## src/rtl/tws_regs.vh

```
// Register addresses, field positions, reset values and counts of the
// two-channel three-wire serial block.
// Assumes it is included by its bare name from the design files.
`ifndef TWS_REGS_VH
`define TWS_REGS_VH

// Channel 0 register addresses.
`define TWS_ADDR_MODE0 16'hff80
`define TWS_ADDR_CSEL0 16'hff81
`define TWS_ADDR_SHIFT0 16'hff84
`define TWS_ADDR_TXBUF0 16'hff85

// Channel 1 register addresses.
`define TWS_ADDR_MODE1 16'hff88
`define TWS_ADDR_CSEL1 16'hff89
`define TWS_ADDR_SHIFT1 16'hff8c
`define TWS_ADDR_TXBUF1 16'hff8d

// Reset values and writable-bit masks.
`define TWS_MODE_RESET 8'h00
`define TWS_CSEL_RESET 8'h00
`define TWS_SHIFT_RESET 8'h00
`define TWS_RDATA_RESET 8'h00
`define TWS_SCK_IDLE 2'h3
`define TWS_MODE_WMASK0 8'hd0
`define TWS_MODE_WMASK1 8'hf0
`define TWS_CSEL_WMASK 8'h1f

// Operation mode register fields.
`define TWS_BIT_EN 7
`define TWS_BIT_TRMD 6
`define TWS_BIT_SSE 5
`define TWS_BIT_DIR 4

// Clock selection register fields.
`define TWS_BIT_CKP 4
`define TWS_BIT_DAP 3
`define TWS_CKS_HI 2
`define TWS_CKS_LO 0
`define TWS_CKS_SLAVE 3'h7

// Transfer counts and fill values.
`define TWS_DATA_W 8
`define TWS_FIFO_DEPTH 8
`define TWS_FIFO_AW 3
`define TWS_BITS_LAST 3'h7
`define TWS_CNT_ZERO 3'h0
`define TWS_CNT_ONE 3'h1
`define TWS_DIV_ZERO 7'h00
`define TWS_DIV_ONE 7'h01
`define TWS_RX_FILL 8'hff

`endif

```

## src/rtl/tws_unused.v

```verilog
`default_nettype none
`default_nettype wire

```

## src/rtl/tws_fifo.v

```verilog
// Small synchronous FIFO with valid and ready on both sides.
// Assumes one clock and a synchronous active-low reset; flush empties it.
`default_nettype none

module tws_fifo #(
  parameter W = 8,
  parameter D = 8,
  parameter AW = 3
) (
  // Clock and reset.
  input wire clk_i,
  input wire resetn_i,
  input wire flush_i,
  // Filling side.
  input wire in_valid_i,
  output wire in_ready_o,
  input wire [W-1:0] in_data_i,
  // Draining side.
  output wire out_valid_o,
  input wire out_ready_i,
  output wire [W-1:0] out_data_o
);

  localparam [AW:0] DEPTH = D[AW:0];
  localparam [AW:0] CNT_ONE = {{AW{1'b0}}, 1'b1};
  localparam [AW:0] CNT_ZERO = {(AW+1){1'b0}};

  reg [W-1:0] mem_r [0:D-1];
  reg [AW-1:0] wp_r;
  reg [AW-1:0] rp_r;
  reg [AW:0] cnt_r;
  reg [AW:0] cnt_nxt;
  reg ready_r;
  reg valid_r;
  wire push = in_valid_i & ready_r;
  wire pop = out_ready_i & valid_r;

  // Ready and valid are registered so the top can expose them directly.
  assign in_ready_o = ready_r;
  assign out_valid_o = valid_r;
  assign out_data_o = mem_r[rp_r];

  always @* begin
    cnt_nxt = cnt_r;
    if (push && !pop) begin
      cnt_nxt = cnt_r + CNT_ONE;
    end else if (pop && !push) begin
      cnt_nxt = cnt_r - CNT_ONE;
    end
  end

  always @(posedge clk_i) begin
    if (push) begin
      mem_r[wp_r] <= in_data_i;
    end
  end

  always @(posedge clk_i) begin
    if (!resetn_i || flush_i) begin
      wp_r <= {AW{1'b0}};
      rp_r <= {AW{1'b0}};
      cnt_r <= CNT_ZERO;
      ready_r <= 1'b1;
      valid_r <= 1'b0;
    end else begin
      if (push) begin
        wp_r <= wp_r + 1'b1;
      end
      if (pop) begin
        rp_r <= rp_r + 1'b1;
      end
      cnt_r <= cnt_nxt;
      ready_r <= (cnt_nxt != DEPTH);
      valid_r <= (cnt_nxt != CNT_ZERO);
    end
  end

endmodule // tws_fifo

`default_nettype wire

```

## src/rtl/tws_ctrl.v

```verilog
// Two three-wire serial channels, the same but for channel 1's slave select, with their mode and clock
// registers, reached by address through a simple read/write port.
// Assumes pins come from outside the clock domain and software keeps off
// the registers of a channel while its transfer is running.
`include "tws_regs.vh"
`default_nettype none

module tws_ctrl (
  // Clock and reset.
  input wire clk_i,
  input wire resetn_i,
  // Register port.
  input wire [15:0] reg_addr_i,
  input wire [7:0] reg_wdata_i,
  input wire reg_wr_i,
  input wire reg_rd_i,
  output wire [7:0] reg_rdata_o,
  // Per-channel status.
  output wire [1:0] tx_ready_o,
  output wire [1:0] done_o,
  // Serial clock pins, one bit per channel.
  input wire [1:0] sck_i,
  output wire [1:0] sck_o,
  output wire [1:0] sck_oe_n_o,
  // Serial data pins, one bit per channel.
  input wire [1:0] si_i,
  output wire [1:0] so_o,
  output wire [1:0] so_oe_n_o,
  // Slave select of channel 1, active low.
  input wire ssi_n_i
);

  // Pin synchronisers; the third stage only serves edge detection.
  // The clock stages start at the idle level, so no false edge follows reset.
  reg [1:0] sck_s1_r;
  reg [1:0] sck_s2_r;
  reg [1:0] sck_s3_r;
  reg [1:0] si_s1_r;
  reg [1:0] si_s2_r;
  reg ssi_s1_r;
  reg ssi_s2_r;
  reg [7:0] rdata_r;

  wire [15:0] mode_rd_w;
  wire [15:0] csel_rd_w;
  wire [15:0] shift_rd_w;

  assign reg_rdata_o = rdata_r;

  always @(posedge clk_i) begin
    if (!resetn_i) begin
      sck_s1_r <= `TWS_SCK_IDLE;
      sck_s2_r <= `TWS_SCK_IDLE;
      sck_s3_r <= `TWS_SCK_IDLE;
      si_s1_r <= 2'h0;
      si_s2_r <= 2'h0;
      ssi_s1_r <= 1'b1;
      ssi_s2_r <= 1'b1;
    end else begin
      sck_s1_r <= sck_i;
      sck_s2_r <= sck_s1_r;
      sck_s3_r <= sck_s2_r;
      si_s1_r <= si_i;
      si_s2_r <= si_s1_r;
      ssi_s1_r <= ssi_n_i;
      ssi_s2_r <= ssi_s1_r;
    end
  end

  // Read data is valid in the cycle after the read strobe.
  always @(posedge clk_i) begin
    if (!resetn_i) begin
      rdata_r <= `TWS_RDATA_RESET;
    end else if (reg_rd_i) begin
      case (reg_addr_i)
        `TWS_ADDR_MODE0: rdata_r <= mode_rd_w[7:0];
        `TWS_ADDR_CSEL0: rdata_r <= csel_rd_w[7:0];
        `TWS_ADDR_SHIFT0: rdata_r <= shift_rd_w[7:0];
        `TWS_ADDR_MODE1: rdata_r <= mode_rd_w[15:8];
        `TWS_ADDR_CSEL1: rdata_r <= csel_rd_w[15:8];
        `TWS_ADDR_SHIFT1: rdata_r <= shift_rd_w[15:8];
        default: rdata_r <= `TWS_RDATA_RESET;
      endcase
    end
  end

  genvar g;
  generate
    for (g = 0; g < 2; g = g + 1) begin : ch
      localparam [15:0] A_MODE = (g == 0) ? `TWS_ADDR_MODE0 : `TWS_ADDR_MODE1;
      localparam [15:0] A_CSEL = (g == 0) ? `TWS_ADDR_CSEL0 : `TWS_ADDR_CSEL1;
      localparam [15:0] A_SHIFT = (g == 0) ? `TWS_ADDR_SHIFT0 : `TWS_ADDR_SHIFT1;
      localparam [15:0] A_TXBUF = (g == 0) ? `TWS_ADDR_TXBUF0 : `TWS_ADDR_TXBUF1;
      localparam [7:0] WMASK = (g == 0) ? `TWS_MODE_WMASK0 : `TWS_MODE_WMASK1;
      localparam HAS_SSI = (g == 1);

      reg [7:0] mode_r;
      reg [7:0] csel_r;
      reg [7:0] sh_r;
      reg [2:0] cnt_r;
      reg [6:0] div_r;
      reg busy_r;
      reg done_r;
      reg rx_pend_r;
      reg sck_r;
      reg so_r;
      reg sck_oe_n_r;
      reg so_oe_n_r;

      wire en = mode_r[`TWS_BIT_EN];
      wire trmd = mode_r[`TWS_BIT_TRMD];
      wire dir = mode_r[`TWS_BIT_DIR];
      wire ckp = csel_r[`TWS_BIT_CKP];
      wire [2:0] cks = csel_r[`TWS_CKS_HI:`TWS_CKS_LO];
      wire slave = (cks == `TWS_CKS_SLAVE);
      wire wr_mode = reg_wr_i && (reg_addr_i == A_MODE);
      wire wr_csel = reg_wr_i && (reg_addr_i == A_CSEL);
      wire wr_txbuf = reg_wr_i && (reg_addr_i == A_TXBUF);
      wire rd_shift = reg_rd_i && (reg_addr_i == A_SHIFT);

      // Select high holds a pending start and freezes a running one.
      wire gate_hi = HAS_SSI && mode_r[`TWS_BIT_SSE] && slave && ssi_s2_r;

      // Half period of the master clock is two to the power of the field.
      wire [6:0] half = `TWS_DIV_ONE << cks;
      wire tick = (div_r == (half - `TWS_DIV_ONE));
      wire m_edge = busy_r && !slave && tick;
      wire m_lead = m_edge && (sck_r == !ckp);
      wire m_trail = m_edge && (sck_r == ckp);
      wire s_ok = busy_r && slave && !gate_hi;
      wire s_lead = s_ok && (sck_s3_r[g] == !ckp) && (sck_s2_r[g] == ckp);
      wire s_trail = s_ok && (sck_s3_r[g] == ckp) && (sck_s2_r[g] == !ckp);
      wire lead = m_lead || s_lead;
      wire trail = m_trail || s_trail;
      // Data in lags two cycles, so a master field below two samples too early.
      wire in_bit = si_s2_r[g];
      wire out_bit = dir ? sh_r[0] : sh_r[7];

      wire f_valid;
      wire f_ready;
      wire [7:0] f_data;
      wire start = en && !busy_r && !gate_hi && (f_valid || rx_pend_r);
      wire pop = start && f_valid;
      wire [7:0] load = f_valid ? f_data : `TWS_RX_FILL;
      wire first_bit = dir ? load[0] : load[7];

      // Queued bytes keep software from waiting on each transfer.
      tws_fifo #(
        .W(`TWS_DATA_W),
        .D(`TWS_FIFO_DEPTH),
        .AW(`TWS_FIFO_AW)
      ) u_txq (
        .clk_i(clk_i),
        .resetn_i(resetn_i),
        .flush_i(!en),
        .in_valid_i(wr_txbuf && en),
        .in_ready_o(f_ready),
        .in_data_i(reg_wdata_i),
        .out_valid_o(f_valid),
        .out_ready_i(pop),
        .out_data_o(f_data)
      );

      assign mode_rd_w[8*g+7:8*g] = {mode_r[7:1], busy_r};
      assign csel_rd_w[8*g+7:8*g] = csel_r;
      assign shift_rd_w[8*g+7:8*g] = sh_r;
      assign tx_ready_o[g] = f_ready;
      assign done_o[g] = done_r;
      assign sck_o[g] = sck_r;
      assign sck_oe_n_o[g] = sck_oe_n_r;
      assign so_o[g] = so_r;
      assign so_oe_n_o[g] = so_oe_n_r;

      always @(posedge clk_i) begin
        if (!resetn_i) begin
          mode_r <= `TWS_MODE_RESET;
          csel_r <= `TWS_CSEL_RESET;
          sh_r <= `TWS_SHIFT_RESET;
          cnt_r <= `TWS_CNT_ZERO;
          div_r <= `TWS_DIV_ZERO;
          busy_r <= 1'b0;
          done_r <= 1'b0;
          rx_pend_r <= 1'b0;
          sck_r <= 1'b1;
          so_r <= 1'b0;
          sck_oe_n_r <= 1'b1;
          so_oe_n_r <= 1'b1;
        end else begin
          done_r <= 1'b0;
          if (wr_mode) begin
            mode_r <= reg_wdata_i & WMASK;
          end
          if (wr_csel) begin
            csel_r <= reg_wdata_i & `TWS_CSEL_WMASK;
          end
          if (!en) begin
            // Stopped: the engine is held cleared every cycle.
            busy_r <= 1'b0;
            sh_r <= `TWS_SHIFT_RESET;
            cnt_r <= `TWS_CNT_ZERO;
            div_r <= `TWS_DIV_ZERO;
            rx_pend_r <= 1'b0;
            sck_r <= !ckp;
            so_r <= 1'b0;
          end else if (start) begin
            busy_r <= 1'b1;
            sh_r <= load;
            so_r <= first_bit;
            cnt_r <= `TWS_CNT_ZERO;
            div_r <= `TWS_DIV_ZERO;
            sck_r <= !ckp;
            if (!f_valid) begin
              rx_pend_r <= 1'b0;
            end
          end else if (busy_r) begin
            if (!slave) begin
              div_r <= tick ? `TWS_DIV_ZERO : div_r + `TWS_DIV_ONE;
            end
            if (m_edge) begin
              sck_r <= !sck_r;
            end
            if (lead && (cnt_r != `TWS_CNT_ZERO)) begin
              so_r <= out_bit;
            end
            if (trail) begin
              sh_r <= dir ? {in_bit, sh_r[7:1]} : {sh_r[6:0], in_bit};
              cnt_r <= cnt_r + `TWS_CNT_ONE;
              if (cnt_r == `TWS_BITS_LAST) begin
                busy_r <= 1'b0;
                done_r <= 1'b1;
              end
            end
          end else begin
            sck_r <= !ckp;
          end
          // A read arriving with a start still queues the next receive.
          if (rd_shift && en) begin
            rx_pend_r <= 1'b1;
          end
          // Pins are released unless the channel runs in the matching role.
          sck_oe_n_r <= !(en && !slave);
          so_oe_n_r <= !(en && trmd);
        end
      end
    end
  endgenerate

endmodule // tws_ctrl

`default_nettype wire

```

## config.mk

```make
export PLATFORM = sky130hd
export DESIGN_NAME = tws_ctrl
export DESIGN_NICKNAME = d
export VERILOG_FILES = /design/src/rtl/tws_unused.v /design/src/rtl/tws_fifo.v /design/src/rtl/tws_ctrl.v
export VERILOG_INCLUDE_DIRS = /design/src /design/src/rtl
export SDC_FILE = /design/constraint.sdc
export NUM_CORES = 1
export LEC_CHECK = 0
export BUFFER_PORTS_ARGS = -buffer_cell sky130_fd_sc_hd__buf_2
export CAP_MARGIN = 25
export CORE_UTILIZATION = 64
export CTS_BUF_LIST = sky130_fd_sc_hd__clkbuf_4 sky130_fd_sc_hd__clkbuf_8
export DETAILED_ROUTE_END_ITERATION = 16
export GPL_TIMING_DRIVEN = 0
export HOLD_SLACK_MARGIN = 0.1
export PLACE_DENSITY = 0.85
export SLEW_MARGIN = 40
export SYNTH_ARGS = -nofsm -noshare
export SYNTH_HDL_FRONTEND = slang
export SYNTH_SLANG_ARGS = --single-unit
```

## constraint.sdc

```tcl
create_clock -name clk_i -period 4.4 [get_ports clk_i]
set_input_delay 0.88 -clock clk_i [delete_from_list [all_inputs] [get_ports clk_i]]
set_output_delay 0.88 -clock clk_i [all_outputs]
set_load 0.05 [all_outputs]
```

==> metrics.cfg <==
[outcome]
status=complete, no violations

[power_and_ir_drop]
irDropWorstVdd_mv=0.308
leakage_nw=4.23
p_seq_share_pct=54.2
switching_share_pct=21.0
p_per_area_nw_per_um2=360
intPower_mw=3.51
power_switching_uw=934
p_clk_share_pct=44.0
p_comb_share_pct=1.7

[cts]
cts-htree-levels=2
cts_hold_buf=0
clockBufferDepth=3
cts_root_buf=clkbuf_8
cts_made_buffers=40
cts_tree=done
post_cts_buffers=0
clk_latency_ns=0.54
clock-sinks=245
clk_pin_slew_worst_paths_ns=0.06
cts_resized=0

[worst_setup_path]
cpPeakStageDelay_ns=0.54
critPathLaunch=ch[1].csel_r[1]
crit_type=reg -> reg
worstPathMaxFanout=10
critPathSlowestCell=a211oi_2
r2r_start=ch[1].csel_r[1]
required_ns=4.80
cp-start-kind=flip-flop
cp.arrival_ns=3.88
cp-end-kind=flip-flop
crit_chain=clkbuf_1, or3_1, ha_1, or3_1, a21boi_1, nor3_1, o2111a_1, a211oi_2, clkbuf_1, a221o_1, a21oi_1

[cells_and_area]
layout_common_cells=edfxtp_1, dfxtp_1, nand2_1
syn_to_final_growth_pct=12.1
diodes=0
layout_commonest_cell=edfxtp_1
drive_gt1_share_pct=19.7
fin_nets=1037

[drt]
drt_wl_total_um=22700
drtIter0Drc=534
viasPerCell=5.89
vias=7275
dr.pass1.iters=8
drc=0
ant_nets=0
wl_per_cell_um=18.4

[synth]
syn_inst=895
synth_ff_type=edfxtp_1
ys_ff_latch=245
yosysWarnings=0
synth-edff-count=128
async_flop_share_pct=0
syn_area_um2=11000
syn_nets=946
yosysSeqAreaShare_pct=56.3
yosys.cell_types.count=78
syn_area_per_cell_um2=12.3

[timing]
setup_viol=0
skew_ns=0.0127
period_share_pct=79.2
whs_ns=0.421
clock.fmax_ghz=0.287
fin_crit_ns=3.48
slew_headroom_pct=47.5
finalMaxSlewViolations=0
tns_ns=0
rsz0062_at_grt=no
hold_viol_final=0
worst-slew-pin-transition_ns=0.784

[floorplan]
core_area_um2=16700
fp.dieH_um=133
ios=53
die_x_um=133
start_util_pct=65.8
fp.dieArea_um2=17700
fp-row-count=47

[grt]
grt_max_degree=21
grt_usage_pct=26.5
grt_pass1_wl_um=36200
grt_overflow=0
antenna_found_initial=0
grt_pass1_vias=7080

[worst_hold_path]
worstHoldStart=ssi_s1_r
hold_path_class=reg -> reg

[place]
gp_congestion=0.912
place_hpwl_um=15600
portBuffers=49

[job]
drv_cap=0

==> area by class of cell <==
type	instances	area (um^2)
Buffer	61	294
Clock buffer	57	691
Clock inverter	15	103
Fill cell	1144	4370
Inverter	20	75.1
Multi-Input combinational cell	569	4460
Sequential cell	245	6190
Tap cell	220	275
Timing Repair Buffer	49	245
==> flip-flops by register name, indices dropped and copies added, names as in the netlist, 2 cells and up, named ones only <==
signal and count:
ch.u_txq.rp_r 6, ch.rx_pend_r 2, ch.csel_r 10, si_s1_r 2
reg_rdata_o 8, sck_s2_r 2, sck_s1_r 2, ch.so_r 2
ch.u_txq.mem_r 128, ch.so_oe_n_r 2, ch.cnt_r 6, si_s2_r 2
ch.u_txq.out_valid_o 2, ch.done_r 2, ch.busy_r 2, sck_s3_r 2
ch.mode_r 7, ch.u_txq.in_ready_o 2, ch.u_txq.cnt_r 8, ch.sck_r 2
ch.div_r 14, ch.sck_oe_n_r 2, ch.sh_r 16, ch.u_txq.wp_r 6
==> worst paths after layout <==
kind                                 endpoint  slack (ns)  cells past startpoint
worst max-delay path            ch[1].sh_r[6]        0.92                     11
worst min register to register       ssi_s2_r        0.42                      1
worst max register to register  ch[1].sh_r[6]        0.92                     11
worst min-delay path                 ssi_s2_r        0.42                      1
==> synth_stat cells, types with 3 or more instances <==
library cell	instances	area (um^2)
o21ai_0	12	60.1
ha_1	18	225
nor2_1	66	248
and2_1	15	93.8
and3_1	3	18.8
nand3_1	18	90.1
a221o_1	8	80.1
inv_1	20	75.1
nand4_1	10	62.6
mux2i_1	68	681
edfxtp_1	128	3840
o211a_1	3	30.0
nor2b_1	27	169
nand2b_1	23	144
buf_2	3	15.0
a21oi_1	33	165
buf_4	12	90.1
a222oi_1	5	50.1
buf_1	5	18.8
clkbuf_1	39	146
o21a_1	7	52.6
dfxtp_1	117	2340
nand3b_1	5	37.5
nor4_1	5	31.3
nor3b_1	3	22.5
nor3_1	16	80.1
o31ai_1	3	22.5
xnor2_1	15	131
nand2_1	70	263
mux4_2	32	721
mux2_2	12	135
a31oi_1	5	31.3
xor2_1	20	175
or3_1	5	31.3
o22ai_1	9	56.3
==> metrics by stage <==
step | area [um^2] | setup WS (ns) | std cells | util [%] | power (mW)
after floorplan | 11000 | 0.857 | 895 | - | 2.49
after global placement | 11500 | 0.210 | 1164 | 68.9 | 2.53
after detailed placement | 11500 | 0.365 | 1164 | 69.1 | 2.53
after CTS | 12300 | 0.944 | 1236 | 73.8 | 4.47
after global routing | 12300 | 0.728 | 1236 | 73.8 | 4.60
final | 12300 | 0.917 | 1236 | 73.8 | 4.44
==> worst max-delay path: cells and delay by family (launching register included) <==
family | cells | cell delay (ns)
flops | 1 | 0.31
fa+ha+maj | 1 | 0.29
simple gates | 3 | 0.83
buf+inv | 2 | 0.64
compound gates | 5 | 1.27
==> power by group through the flow <==
stage | sequential (mW) | combinational (mW) | clock, mW
global placement | 2.46 | 0.0719 | 0
floorplan | 2.46 | 0.0257 | 0
detailed placement | 2.46 | 0.0755 | 0
global route | 2.41 | 0.0814 | 2.11
CTS | 2.41 | 0.0756 | 1.99
finish | 2.41 | 0.0762 | 1.96
==> kinds of logic after synthesis <==
kind of cell | after synthesis | share of synthesized area (%)
compound gates | 117 | 7.88
flops | 245 | 56.3
fa+ha+maj | 18 | 2.05
xor+xnor | 35 | 2.79
buf+inv | 81 | 3.35
simple gates | 287 | 13.7
mux | 112 | 14.0
==> metal layers <==
| metal | track usage [%] | up-vias | part of all wire, % |
|---|---|---|---|
| li1 | - | 3490 | - |
| met2 | 42.5 | 262 | 47 |
| met5 | 0 | - | 0 |
| met3 | 4.94 | 44 | 6.8 |
| met1 | 36.3 | 3479 | 44 |
| met4 | 9.45 | 0 | 2.1 |
Note: power is estimated with default switching activity, not from simulation.
